<file path="src/hdl/hbpm_map.svh">
// constants for the host bus pin mode mapper
`ifndef HBPM_MAP_SVH
`define HBPM_MAP_SVH
`define HBPM_ADDR_W      18
`define HBPM_DATA_W      16
`define HBPM_MODE_W      3
`define HBPM_MODE_GEN1   3'h0
`define HBPM_MODE_GEN2   3'h1
`define HBPM_MODE_BSTART 3'h2
`define HBPM_MODE_STB16  3'h3
`define HBPM_MODE_STB32  3'h4
`define HBPM_MODE_BEA    3'h5
`define HBPM_MODE_BEB    3'h6
`define HBPM_LO_BYTE     7:0
`define HBPM_HI_BYTE     15:8
`endif

</file>
<file path="src/hdl/hbpm_pkg.sv">
// types for the host bus pin mode mapper
`include "hbpm_map.svh"
package hbpm_pkg;
  typedef enum logic [2:0] {
    HBPM_GEN1,
    HBPM_GEN2,
    HBPM_BSTART,
    HBPM_STB16,
    HBPM_STB32,
    HBPM_BEA,
    HBPM_BEB
  } hbpm_mode_t;
  typedef enum logic [1:0] {
    HBPM_IDLE,
    HBPM_WRITE,
    HBPM_READ
  } hbpm_state_t;
endpackage : hbpm_pkg

</file>
<file path="src/hdl/hbpm_sync.sv">
// three-stage synchroniser with agreement filter
`timescale 1ns/1ps
`default_nettype none
module hbpm_sync #(
  parameter int W = 1,
  parameter logic [W-1:0] INIT = '1
) (
  // clock and reset
  input  wire logic         mclk,
  input  wire logic         rst_n,
  // raw and filtered levels
  input  wire logic [W-1:0] din,
  output var  logic [W-1:0] dout
);
  logic [W-1:0] s1_r;
  logic [W-1:0] s2_r;
  logic [W-1:0] s3_r;
  logic [W-1:0] q_r;
  logic [W-1:0] q_nxt;

  always_comb
  begin
    q_nxt = q_r;
    for (int i = 0; i < W; i++)
    begin
      if (s2_r[i] == s3_r[i])
        q_nxt[i] = s2_r[i];
    end
  end

  always_ff @(posedge mclk or negedge rst_n)
  begin
    if (!rst_n)
    begin
      s1_r <= INIT;
      s2_r <= INIT;
      s3_r <= INIT;
      q_r  <= INIT;
    end
    else
    begin
      s1_r <= din;
      s2_r <= s1_r;
      s3_r <= s2_r;
      q_r  <= q_nxt;
    end
  end

  assign dout = q_r;
endmodule : hbpm_sync
`default_nettype wire

</file>
<file path="src/hdl/hbpm_top.sv">
// host bus pin mode mapper top
// ----------------------------------------
// Notes on behaviour
// - gen2 and strobe32 take low pin as a0
// - strobe16: low pin is lower byte strobe
// - address bits 17..1 from upper pins
// - data pins two-way, hi-z in reset
// - first write pin: low write enable
// - strobe32: first write pin is size bit
// - byte-enable modes: first pin enables 7:0
// - second write pin: high byte enable
// - second pin: upper or single data strobe
// - byte-enable modes: second pin enables 15:8
// - act on strobes only under chip select
// - space select picks buffer or registers
// - bus-start mode decodes direction early
// ----------------------------------------
`timescale 1ns/1ps
`default_nettype none
`include "hbpm_map.svh"
module hbpm_top (
  // clock and reset
  input  wire logic                     mclk,
  input  wire logic                     rst_n,
  // configuration straps
  input  wire logic [`HBPM_MODE_W-1:0]  mode_cfg,
  // host pins
  input  wire logic                     addr_low_bit_pin,
  input  wire logic [`HBPM_ADDR_W-1:1]  addr_upper_pins,
  input  wire logic [`HBPM_DATA_W-1:0]  host_data_pins_i,
  output var  logic [`HBPM_DATA_W-1:0]  host_data_pins_o,
  output var  logic                     host_data_pins_oe_n,
  input  wire logic                     write_strobe_low_n,
  input  wire logic                     write_strobe_high_n,
  input  wire logic                     read_strobe_n,
  input  wire logic                     rd_wr_dir,
  input  wire logic                     chip_select_n,
  input  wire logic                     space_select,
  // internal access port
  output var  logic                     acc_valid,
  output var  logic                     acc_write,
  output var  logic                     acc_mem,
  output var  logic [`HBPM_ADDR_W-1:0]  acc_addr,
  output var  logic [1:0]               acc_byte_en,
  output var  logic                     acc_size0,
  output var  logic [`HBPM_DATA_W-1:0]  acc_wdata,
  input  wire logic [`HBPM_DATA_W-1:0]  acc_rdata,
  output var  logic [`HBPM_MODE_W-1:0]  mode_active
);
  // ----------------------------------------
  // pin synchronisers
  // ----------------------------------------
  logic [`HBPM_ADDR_W+`HBPM_DATA_W+5:0] strb_s;
  logic                                 a0_s;
  logic                                 cs_s;
  logic                                 wlo_s;
  logic                                 whi_s;
  logic                                 rd_s;
  logic                                 dir_s;
  logic                                 ms_s;
  logic [`HBPM_ADDR_W-1:1]              au_s;
  logic [`HBPM_DATA_W-1:0]              dat_s;

  hbpm_sync #(.W(`HBPM_ADDR_W+`HBPM_DATA_W+6), .INIT('1)) u_sync (
    .mclk  (mclk),
    .rst_n (rst_n),
    .din   ({addr_low_bit_pin, chip_select_n, write_strobe_low_n, write_strobe_high_n,
             read_strobe_n, rd_wr_dir, addr_upper_pins, host_data_pins_i,
             space_select}),
    .dout  (strb_s)
  );
  assign {a0_s, cs_s, wlo_s, whi_s, rd_s, dir_s, au_s, dat_s, ms_s} = strb_s;

  // ----------------------------------------
  // mode latch
  // ----------------------------------------
  hbpm_pkg::hbpm_mode_t mode_r;
  hbpm_pkg::hbpm_mode_t mode_nxt;
  logic                 held_r;
  logic                 held_nxt;

  always_comb
  begin
    mode_nxt = mode_r;
    held_nxt = 1'b1;
    if (!held_r)
      mode_nxt = hbpm_pkg::hbpm_mode_t'(mode_cfg);
  end

  always_ff @(posedge mclk or negedge rst_n)
  begin
    if (!rst_n)
    begin
      mode_r <= hbpm_pkg::HBPM_GEN1;
      held_r <= 1'b0;
    end
    else
    begin
      mode_r <= mode_nxt;
      held_r <= held_nxt;
    end
  end

  // ----------------------------------------
  // pin role decode
  // ----------------------------------------
  logic       wr_req;
  logic       rd_req;
  logic [1:0] be;
  logic       addr0;
  logic       size0;

  always_comb
  begin
    be     = 2'h0;
    addr0  = 1'b0;
    size0  = 1'b0;
    wr_req = 1'b0;
    rd_req = 1'b0;
    unique case (mode_r)
      hbpm_pkg::HBPM_GEN1, hbpm_pkg::HBPM_BSTART:
      begin
        be     = {~whi_s, ~wlo_s};
        wr_req = ~wlo_s | ~whi_s;
        rd_req = ~rd_s;
        if (mode_r == hbpm_pkg::HBPM_BSTART)
        begin
          wr_req = ~dir_s ? (~wlo_s | ~whi_s) : 1'b0;
          rd_req = dir_s & ~rd_s;
        end
      end
      hbpm_pkg::HBPM_GEN2:
      begin
        addr0  = a0_s;
        wr_req = ~wlo_s;
        rd_req = ~rd_s;
        be     = {~whi_s, ~a0_s};
      end
      hbpm_pkg::HBPM_STB16:
      begin
        be     = {~whi_s, ~a0_s};
        wr_req = (be != 2'h0) & ~dir_s;
        rd_req = (be != 2'h0) & dir_s;
      end
      hbpm_pkg::HBPM_STB32:
      begin
        addr0  = a0_s;
        size0  = wlo_s;
        be     = ~whi_s ? 2'h3 : 2'h0;
        wr_req = ~whi_s & ~dir_s;
        rd_req = ~whi_s & dir_s;
      end
      hbpm_pkg::HBPM_BEA, hbpm_pkg::HBPM_BEB:
      begin
        be     = {~whi_s, ~wlo_s};
        wr_req = ~wlo_s | ~whi_s;
        rd_req = ~rd_s;
      end
      default:
      begin
        be = 2'h0;
      end
    endcase
    if (cs_s)
    begin
      wr_req = 1'b0;
      rd_req = 1'b0;
    end
  end

  // ----------------------------------------
  // access sequencing
  // ----------------------------------------
  hbpm_pkg::hbpm_state_t      st_r;
  hbpm_pkg::hbpm_state_t      st_nxt;
  logic                       val_r, val_nxt;
  logic                       wr_r, wr_nxt;
  logic                       mem_r, mem_nxt;
  logic [`HBPM_ADDR_W-1:0]    addr_r, addr_nxt;
  logic [1:0]                 be_r, be_nxt;
  logic                       sz_r, sz_nxt;
  logic [`HBPM_DATA_W-1:0]    wd_r, wd_nxt;
  logic [`HBPM_DATA_W-1:0]    do_r, do_nxt;
  logic                       oe_n_r, oe_n_nxt;

  always_comb
  begin
    st_nxt   = st_r;
    val_nxt  = 1'b0;
    wr_nxt   = wr_r;
    mem_nxt  = mem_r;
    addr_nxt = addr_r;
    be_nxt   = be_r;
    sz_nxt   = sz_r;
    wd_nxt   = wd_r;
    do_nxt   = do_r;
    oe_n_nxt = 1'b1;
    unique case (st_r)
      hbpm_pkg::HBPM_IDLE:
      begin
        if (wr_req || rd_req)
        begin
          st_nxt   = wr_req ? hbpm_pkg::HBPM_WRITE : hbpm_pkg::HBPM_READ;
          val_nxt  = 1'b1;
          wr_nxt   = wr_req;
          mem_nxt  = ms_s;
          addr_nxt = {au_s, addr0};
          be_nxt   = be;
          sz_nxt   = size0;
          wd_nxt   = dat_s;
        end
      end
      hbpm_pkg::HBPM_WRITE:
      begin
        if (!wr_req)
          st_nxt = hbpm_pkg::HBPM_IDLE;
      end
      hbpm_pkg::HBPM_READ:
      begin
        oe_n_nxt = ~rd_req;
        do_nxt   = acc_rdata;
        if (!rd_req)
          st_nxt = hbpm_pkg::HBPM_IDLE;
      end
    endcase
  end

  always_ff @(posedge mclk or negedge rst_n)
  begin
    if (!rst_n)
    begin
      st_r   <= hbpm_pkg::HBPM_IDLE;
      val_r  <= 1'b0;
      wr_r   <= 1'b0;
      mem_r  <= 1'b0;
      addr_r <= '0;
      be_r   <= 2'h0;
      sz_r   <= 1'b0;
      wd_r   <= '0;
      do_r   <= '0;
      oe_n_r <= 1'b1;
    end
    else
    begin
      st_r   <= st_nxt;
      val_r  <= val_nxt;
      wr_r   <= wr_nxt;
      mem_r  <= mem_nxt;
      addr_r <= addr_nxt;
      be_r   <= be_nxt;
      sz_r   <= sz_nxt;
      wd_r   <= wd_nxt;
      do_r   <= do_nxt;
      oe_n_r <= oe_n_nxt;
    end
  end

  assign acc_valid           = val_r;
  assign acc_write           = wr_r;
  assign acc_mem             = mem_r;
  assign acc_addr            = addr_r;
  assign acc_byte_en         = be_r;
  assign acc_size0           = sz_r;
  assign acc_wdata           = wd_r;
  assign host_data_pins_o    = do_r;
  assign host_data_pins_oe_n = oe_n_r;
  assign mode_active         = mode_r;

  // ----------------------------------------
  // checks
  // ----------------------------------------
  cs_gates_acc_a: assert property (@(posedge mclk) disable iff (!rst_n)
    cs_s |=> !val_r) else $error("access taken without chip select");
  mode_fixed_a: assert property (@(posedge mclk) disable iff (!rst_n)
    held_r && $past(held_r) |-> $stable(mode_r)) else $error("mode changed after reset");
  addr_upper_a: assert property (@(posedge mclk) disable iff (!rst_n)
    val_r |-> addr_r[`HBPM_ADDR_W-1:1] == $past(au_s))
    else $error("upper address not captured");
  addr_zero_a: assert property (@(posedge mclk) disable iff (!rst_n)
    val_r && mode_r != hbpm_pkg::HBPM_GEN2 && mode_r != hbpm_pkg::HBPM_STB32
    |-> !addr_r[0]) else $error("low address bit used in wrong mode");
  data_hiz_a: assert property (@(posedge mclk) disable iff (!rst_n)
    !$past(rst_n) |-> oe_n_r) else $error("data driven out of reset");
  read_drive_a: assert property (@(posedge mclk) disable iff (!rst_n)
    !oe_n_r |-> $past(st_r) == hbpm_pkg::HBPM_READ) else $error("drive outside read");
  space_sel_a: assert property (@(posedge mclk) disable iff (!rst_n)
    val_r |-> mem_r == $past(ms_s)) else $error("space select lost");
  be_mode_a: assert property (@(posedge mclk) disable iff (!rst_n)
    val_r && (mode_r == hbpm_pkg::HBPM_BEA || mode_r == hbpm_pkg::HBPM_BEB)
    |-> be_r == {~$past(whi_s), ~$past(wlo_s)}) else $error("byte enables wrong");
  stb32_be_a: assert property (@(posedge mclk) disable iff (!rst_n)
    val_r && mode_r == hbpm_pkg::HBPM_STB32 |-> be_r == 2'h3)
    else $error("single strobe lanes wrong");
endmodule : hbpm_top
`default_nettype wire

</file>
<file path="config.mk">
export PLATFORM = sky130hd
export DESIGN_NAME = hbpm_top
export DESIGN_NICKNAME = d
export VERILOG_FILES = /design/src/hdl/hbpm_pkg.sv /design/src/hdl/hbpm_sync.sv /design/src/hdl/hbpm_top.sv
export VERILOG_INCLUDE_DIRS = /design/src /design/src/hdl
export SDC_FILE = /design/constraint.sdc
export NUM_CORES = 1
export LEC_CHECK = 0
export ABC_AREA = 1
export BUFFER_PORTS_ARGS = -buffer_cell sky130_fd_sc_hd__buf_2
export CORE_AREA = 4 4 164 126
export CTS_BUF_LIST = sky130_fd_sc_hd__clkbuf_4 sky130_fd_sc_hd__clkbuf_8
export DETAILED_ROUTE_END_ITERATION = 16
export DIE_AREA = 0 0 168 130
export GPL_TIMING_DRIVEN = 0
export PLACE_DENSITY_LB_ADDON = 0.25
export SLEW_MARGIN = 5
export SYNTH_ARGS = -nofsm -noshare
export SYNTH_HDL_FRONTEND = slang
export SYNTH_HIERARCHICAL = 1
export SYNTH_SLANG_ARGS = --single-unit
</file>
<file path="constraint.sdc">
create_clock -name mclk -period 1.79 [get_ports mclk]
set_input_delay 0.358 -clock mclk [delete_from_list [all_inputs] [get_ports mclk]]
set_output_delay 0.358 -clock mclk [all_outputs]
set_load 0.01 [all_outputs]
</file>
==> flow_summary.yaml <==
status:
  status: "complete, no violations"
clocking:
  cts-root-buf: "clkbuf_8"
  cts_tree: "built"
  clock_sinks: 223
  h-tree-depth: 2
  cts_made_buffers: 36
  clkLatencyLatePin_ns: 0.50
  cts.clk_slew.worst_paths_ns: 0.07
  clock_path_buffers: 3
grt:
  grt-ovfl-total: 0
  busiest_layer: "met2"
  use_met3_pct: 3.66
  use_met2_pct: 20.6
  grt_max_degree: 122
  antenna_found_initial: 0
  grt_pass1_vias: 4963
  grt_pass1_wl_um: 23600
  met1_usage_pct: 17.3
  grt_usage_pct: 13.1
worst_setup_path:
  start_kind: "register"
  cp.arrival_ns: 2.11
  required_ns: 2.18
  slowest_delay_ns: 0.57
  crit_type: "reg2reg"
  r2r_cells: 12
  worstPathMaxFanout: 6
  cp_slowest_cell: "dfstp_2"
  path_common_cell: "nand2_1"
  path_cells: "inv_2 -> o21ai_2 -> nand3_1 -> nand2_1 -> nand2_2 -> nand2_4 -> nand2_4 -> nand2_8 -> inv_8 -> clkbuf_16 -> nand2_1 -> nand2_1"
  worst_setup_path_end_kind: "register"
layout:
  multi_input_area_um2: 1480
  finalInstanceArea_um2: 9800
  final_cells: 1079
  layout.nets: 863
  most-common-layout-cells: "161 x dfstp_2, 150 x nand2_1, 120 x buf_2, 61 x dfrtp_1"
  seq_area_um2: 5780
  n_fill_cell: 1642
  drive_gt1_share_pct: 49.9
  insertedDiodeCount: 0
  mostFrequentLayoutCell: "dfstp_2"
  area_growth_syn_to_layout_pct: 30.7
pwr:
  power_leakage_nw: 4.67
  finalPower_mw: 14.0
  power.density_nw_per_um2: 1430
  vdd_drop_max_uv: 807
sta:
  finalHoldViolations: 0
  hold_slack_ns: 0.0829
  final_max_slew_viol_count: 0
  relSlewSlack_pct: 42.5
  setup_viol: 0
  rsz0062_at_grt: "yes"
  post-route-period-util_pct: 96.2
  finalCriticalPeriod_ns: 1.72
  fin_worst_skew_ns: 0.0114
  fmax_mhz: 581
  tightest_slew_ns: 0.863
floorplan:
  row_count: 44
  die_x_um: 168
  fp.dieH_um: 130
  initial_core_util_pct: 39.3
  core_um2: 19100
  fp.dieArea_um2: 21800
  io_pins: 121
route:
  ant_nets: 0
  routed_wl_um: 14100
  via_per_inst: 4.35
  wl_per_cell_um: 13.1
  first_pass_iters: 4
  drc: 0
  vias: 4699
  drtIter0Drc: 234
logic_synthesis:
  synth_nets: 655
  synth_cell_type_count: 27
  yosys_warnings: 6
  synthCells: 591
  ys_seq_area_share_pct: 77.1
  syn_avg_cell_area_um2: 12.7
  synth_area_leaders: "dfstp_2 56%, dfrtp_1 21%, nand2_1 7.8%, a21oi_1 2.9%, inv_1 2.5%"
  yosysTopAreaCell: "dfstp_2"
  synthesis.area_um2: 7500
  yosys.area.top_type_share_pct: 56.4
  ys_seq_elements: 223
min_path:
  hold_path.class: "in2reg"
  holdPathStages: 2
placed_design:
  placedCellCount: 965
  routabilityCongestion: 0.791
  placement.io_buffers: 120
  hpwl_um: 8840
  dpl-instance-area_um2: 8460
run:
  cap_violations: 0
synth_stat cells:
cell type / count
o21bai_1: 1
buf_6: 2
buf_4: 5
nand2_4: 1
nor2_1: 47
inv_2: 3
nand3_1: 10
inv_6: 1
a31oi_1: 1
o21ai_1: 6
o22ai_1: 1
dfrtp_1: 62
inv_1: 49
conb_1: 1
mux2_2: 16
buf_2: 1
clkbuf_1: 1
buf_12: 1
dfstp_2: 161
nor3_1: 2
o21ai_0: 2
nand2_2: 12
a21oi_1: 44
ha_1: 3
o21ai_2: 1
nand2_1: 156
nand3_2: 1
kinds of logic after synthesis:
family          synth area share [%]
other cells                   0.0500
simple gates                    12.2
fa+ha+maj                      0.500
buf+inv                         3.90
mux                             2.40
compound gates                  3.85
flops                           77.1
flip-flops by register name, indices dropped and copies added (netlist names):
signal               flops
acc_addr                18
st_r                     2
acc_write                1
held_r                   1
host_data_pins_oe_n      1
u_sync/dout             40
acc_valid                1
acc_wdata               16
u_sync/s3_r             40
acc_mem                  1
acc_byte_en              2
acc_size0                1
u_sync/s2_r             40
u_sync/s1_r             40
mode_active              3
host_data_pins_o        16
worst max-delay path, delay by kind of cell, from the launching register on:
kind                   cells  cell delay (ns)
AND/OR/NAND/NOR            8             0.63
AO/OA/AOI/OAI              1             0.12
flip-flops                 1             0.57
buffers and inverters      3             0.27
metal layers:
| layer | vias up | part of all wire (%) |
|---|---|---|
| met3 | 40 | 5.4 |
| met2 | 125 | 46 |
| met4 | 0 | 2.7 |
| li1 | 2249 | - |
| met1 | 2285 | 46 |
| met5 | - | 0 |
repair_timing:
item | in CTS | in global routing
pin swaps | 0 | 5
setup endpoints to repair | 39 | 49
cloned | 0 | 1
setup buffers | 2 | 6
resized for setup | 8 | 15
endpoints found under the hold margin | 66 | 0
hold buffers | 41 | 0
per-stage QoR:
stage	util (%)	TNS (ns)	setup WS (ns)
6_report	51.3	0	0.0679
3_3_place_gp	44.1	-470.18	-3.01
3_5_place_dp	44.3	-1.32	-0.0644
5_1_grt	51.3	-0.549	-0.0459
2_1_floorplan	-	0	0.229
4_1_cts	50.7	0	0.00801
power by group:
part           internal [mW]  switching, mW  leakage (nW)
registers               6.08          0.470          2.46
clock network           2.65           1.90         0.417
logic                   1.33           1.60          1.80
total                   10.1           3.98          4.67
area by class of cell:
class	count	area share, %
flip-flops and latches	223	59.0
multi-input cells	305	15.1
repair buffers	171	11.6
clock buffers	60	7.66
well taps	253	3.23
inverters	53	2.13
plain buffers	9	1.02
clock inverters	5	0.319
path summary, 6_finish.rpt:
kind | start | end | slack (ns)
max in group asynchronous | rst_n | u_sync/dout[3] | 0.32
hold / removal | acc_rdata[11] | host_data_pins_o[11] | 0.08
setup reg to reg | u_sync/dout[34] | acc_addr[1] | 0.07
min in group asynchronous | rst_n | acc_wdata[6] | 0.48
setup / recovery | u_sync/dout[34] | acc_addr[1] | 0.07
hold reg to reg | u_sync/s1_r[21] | u_sync/s2_r[21] | 0.34
Power figures use the tool's default switching activity.
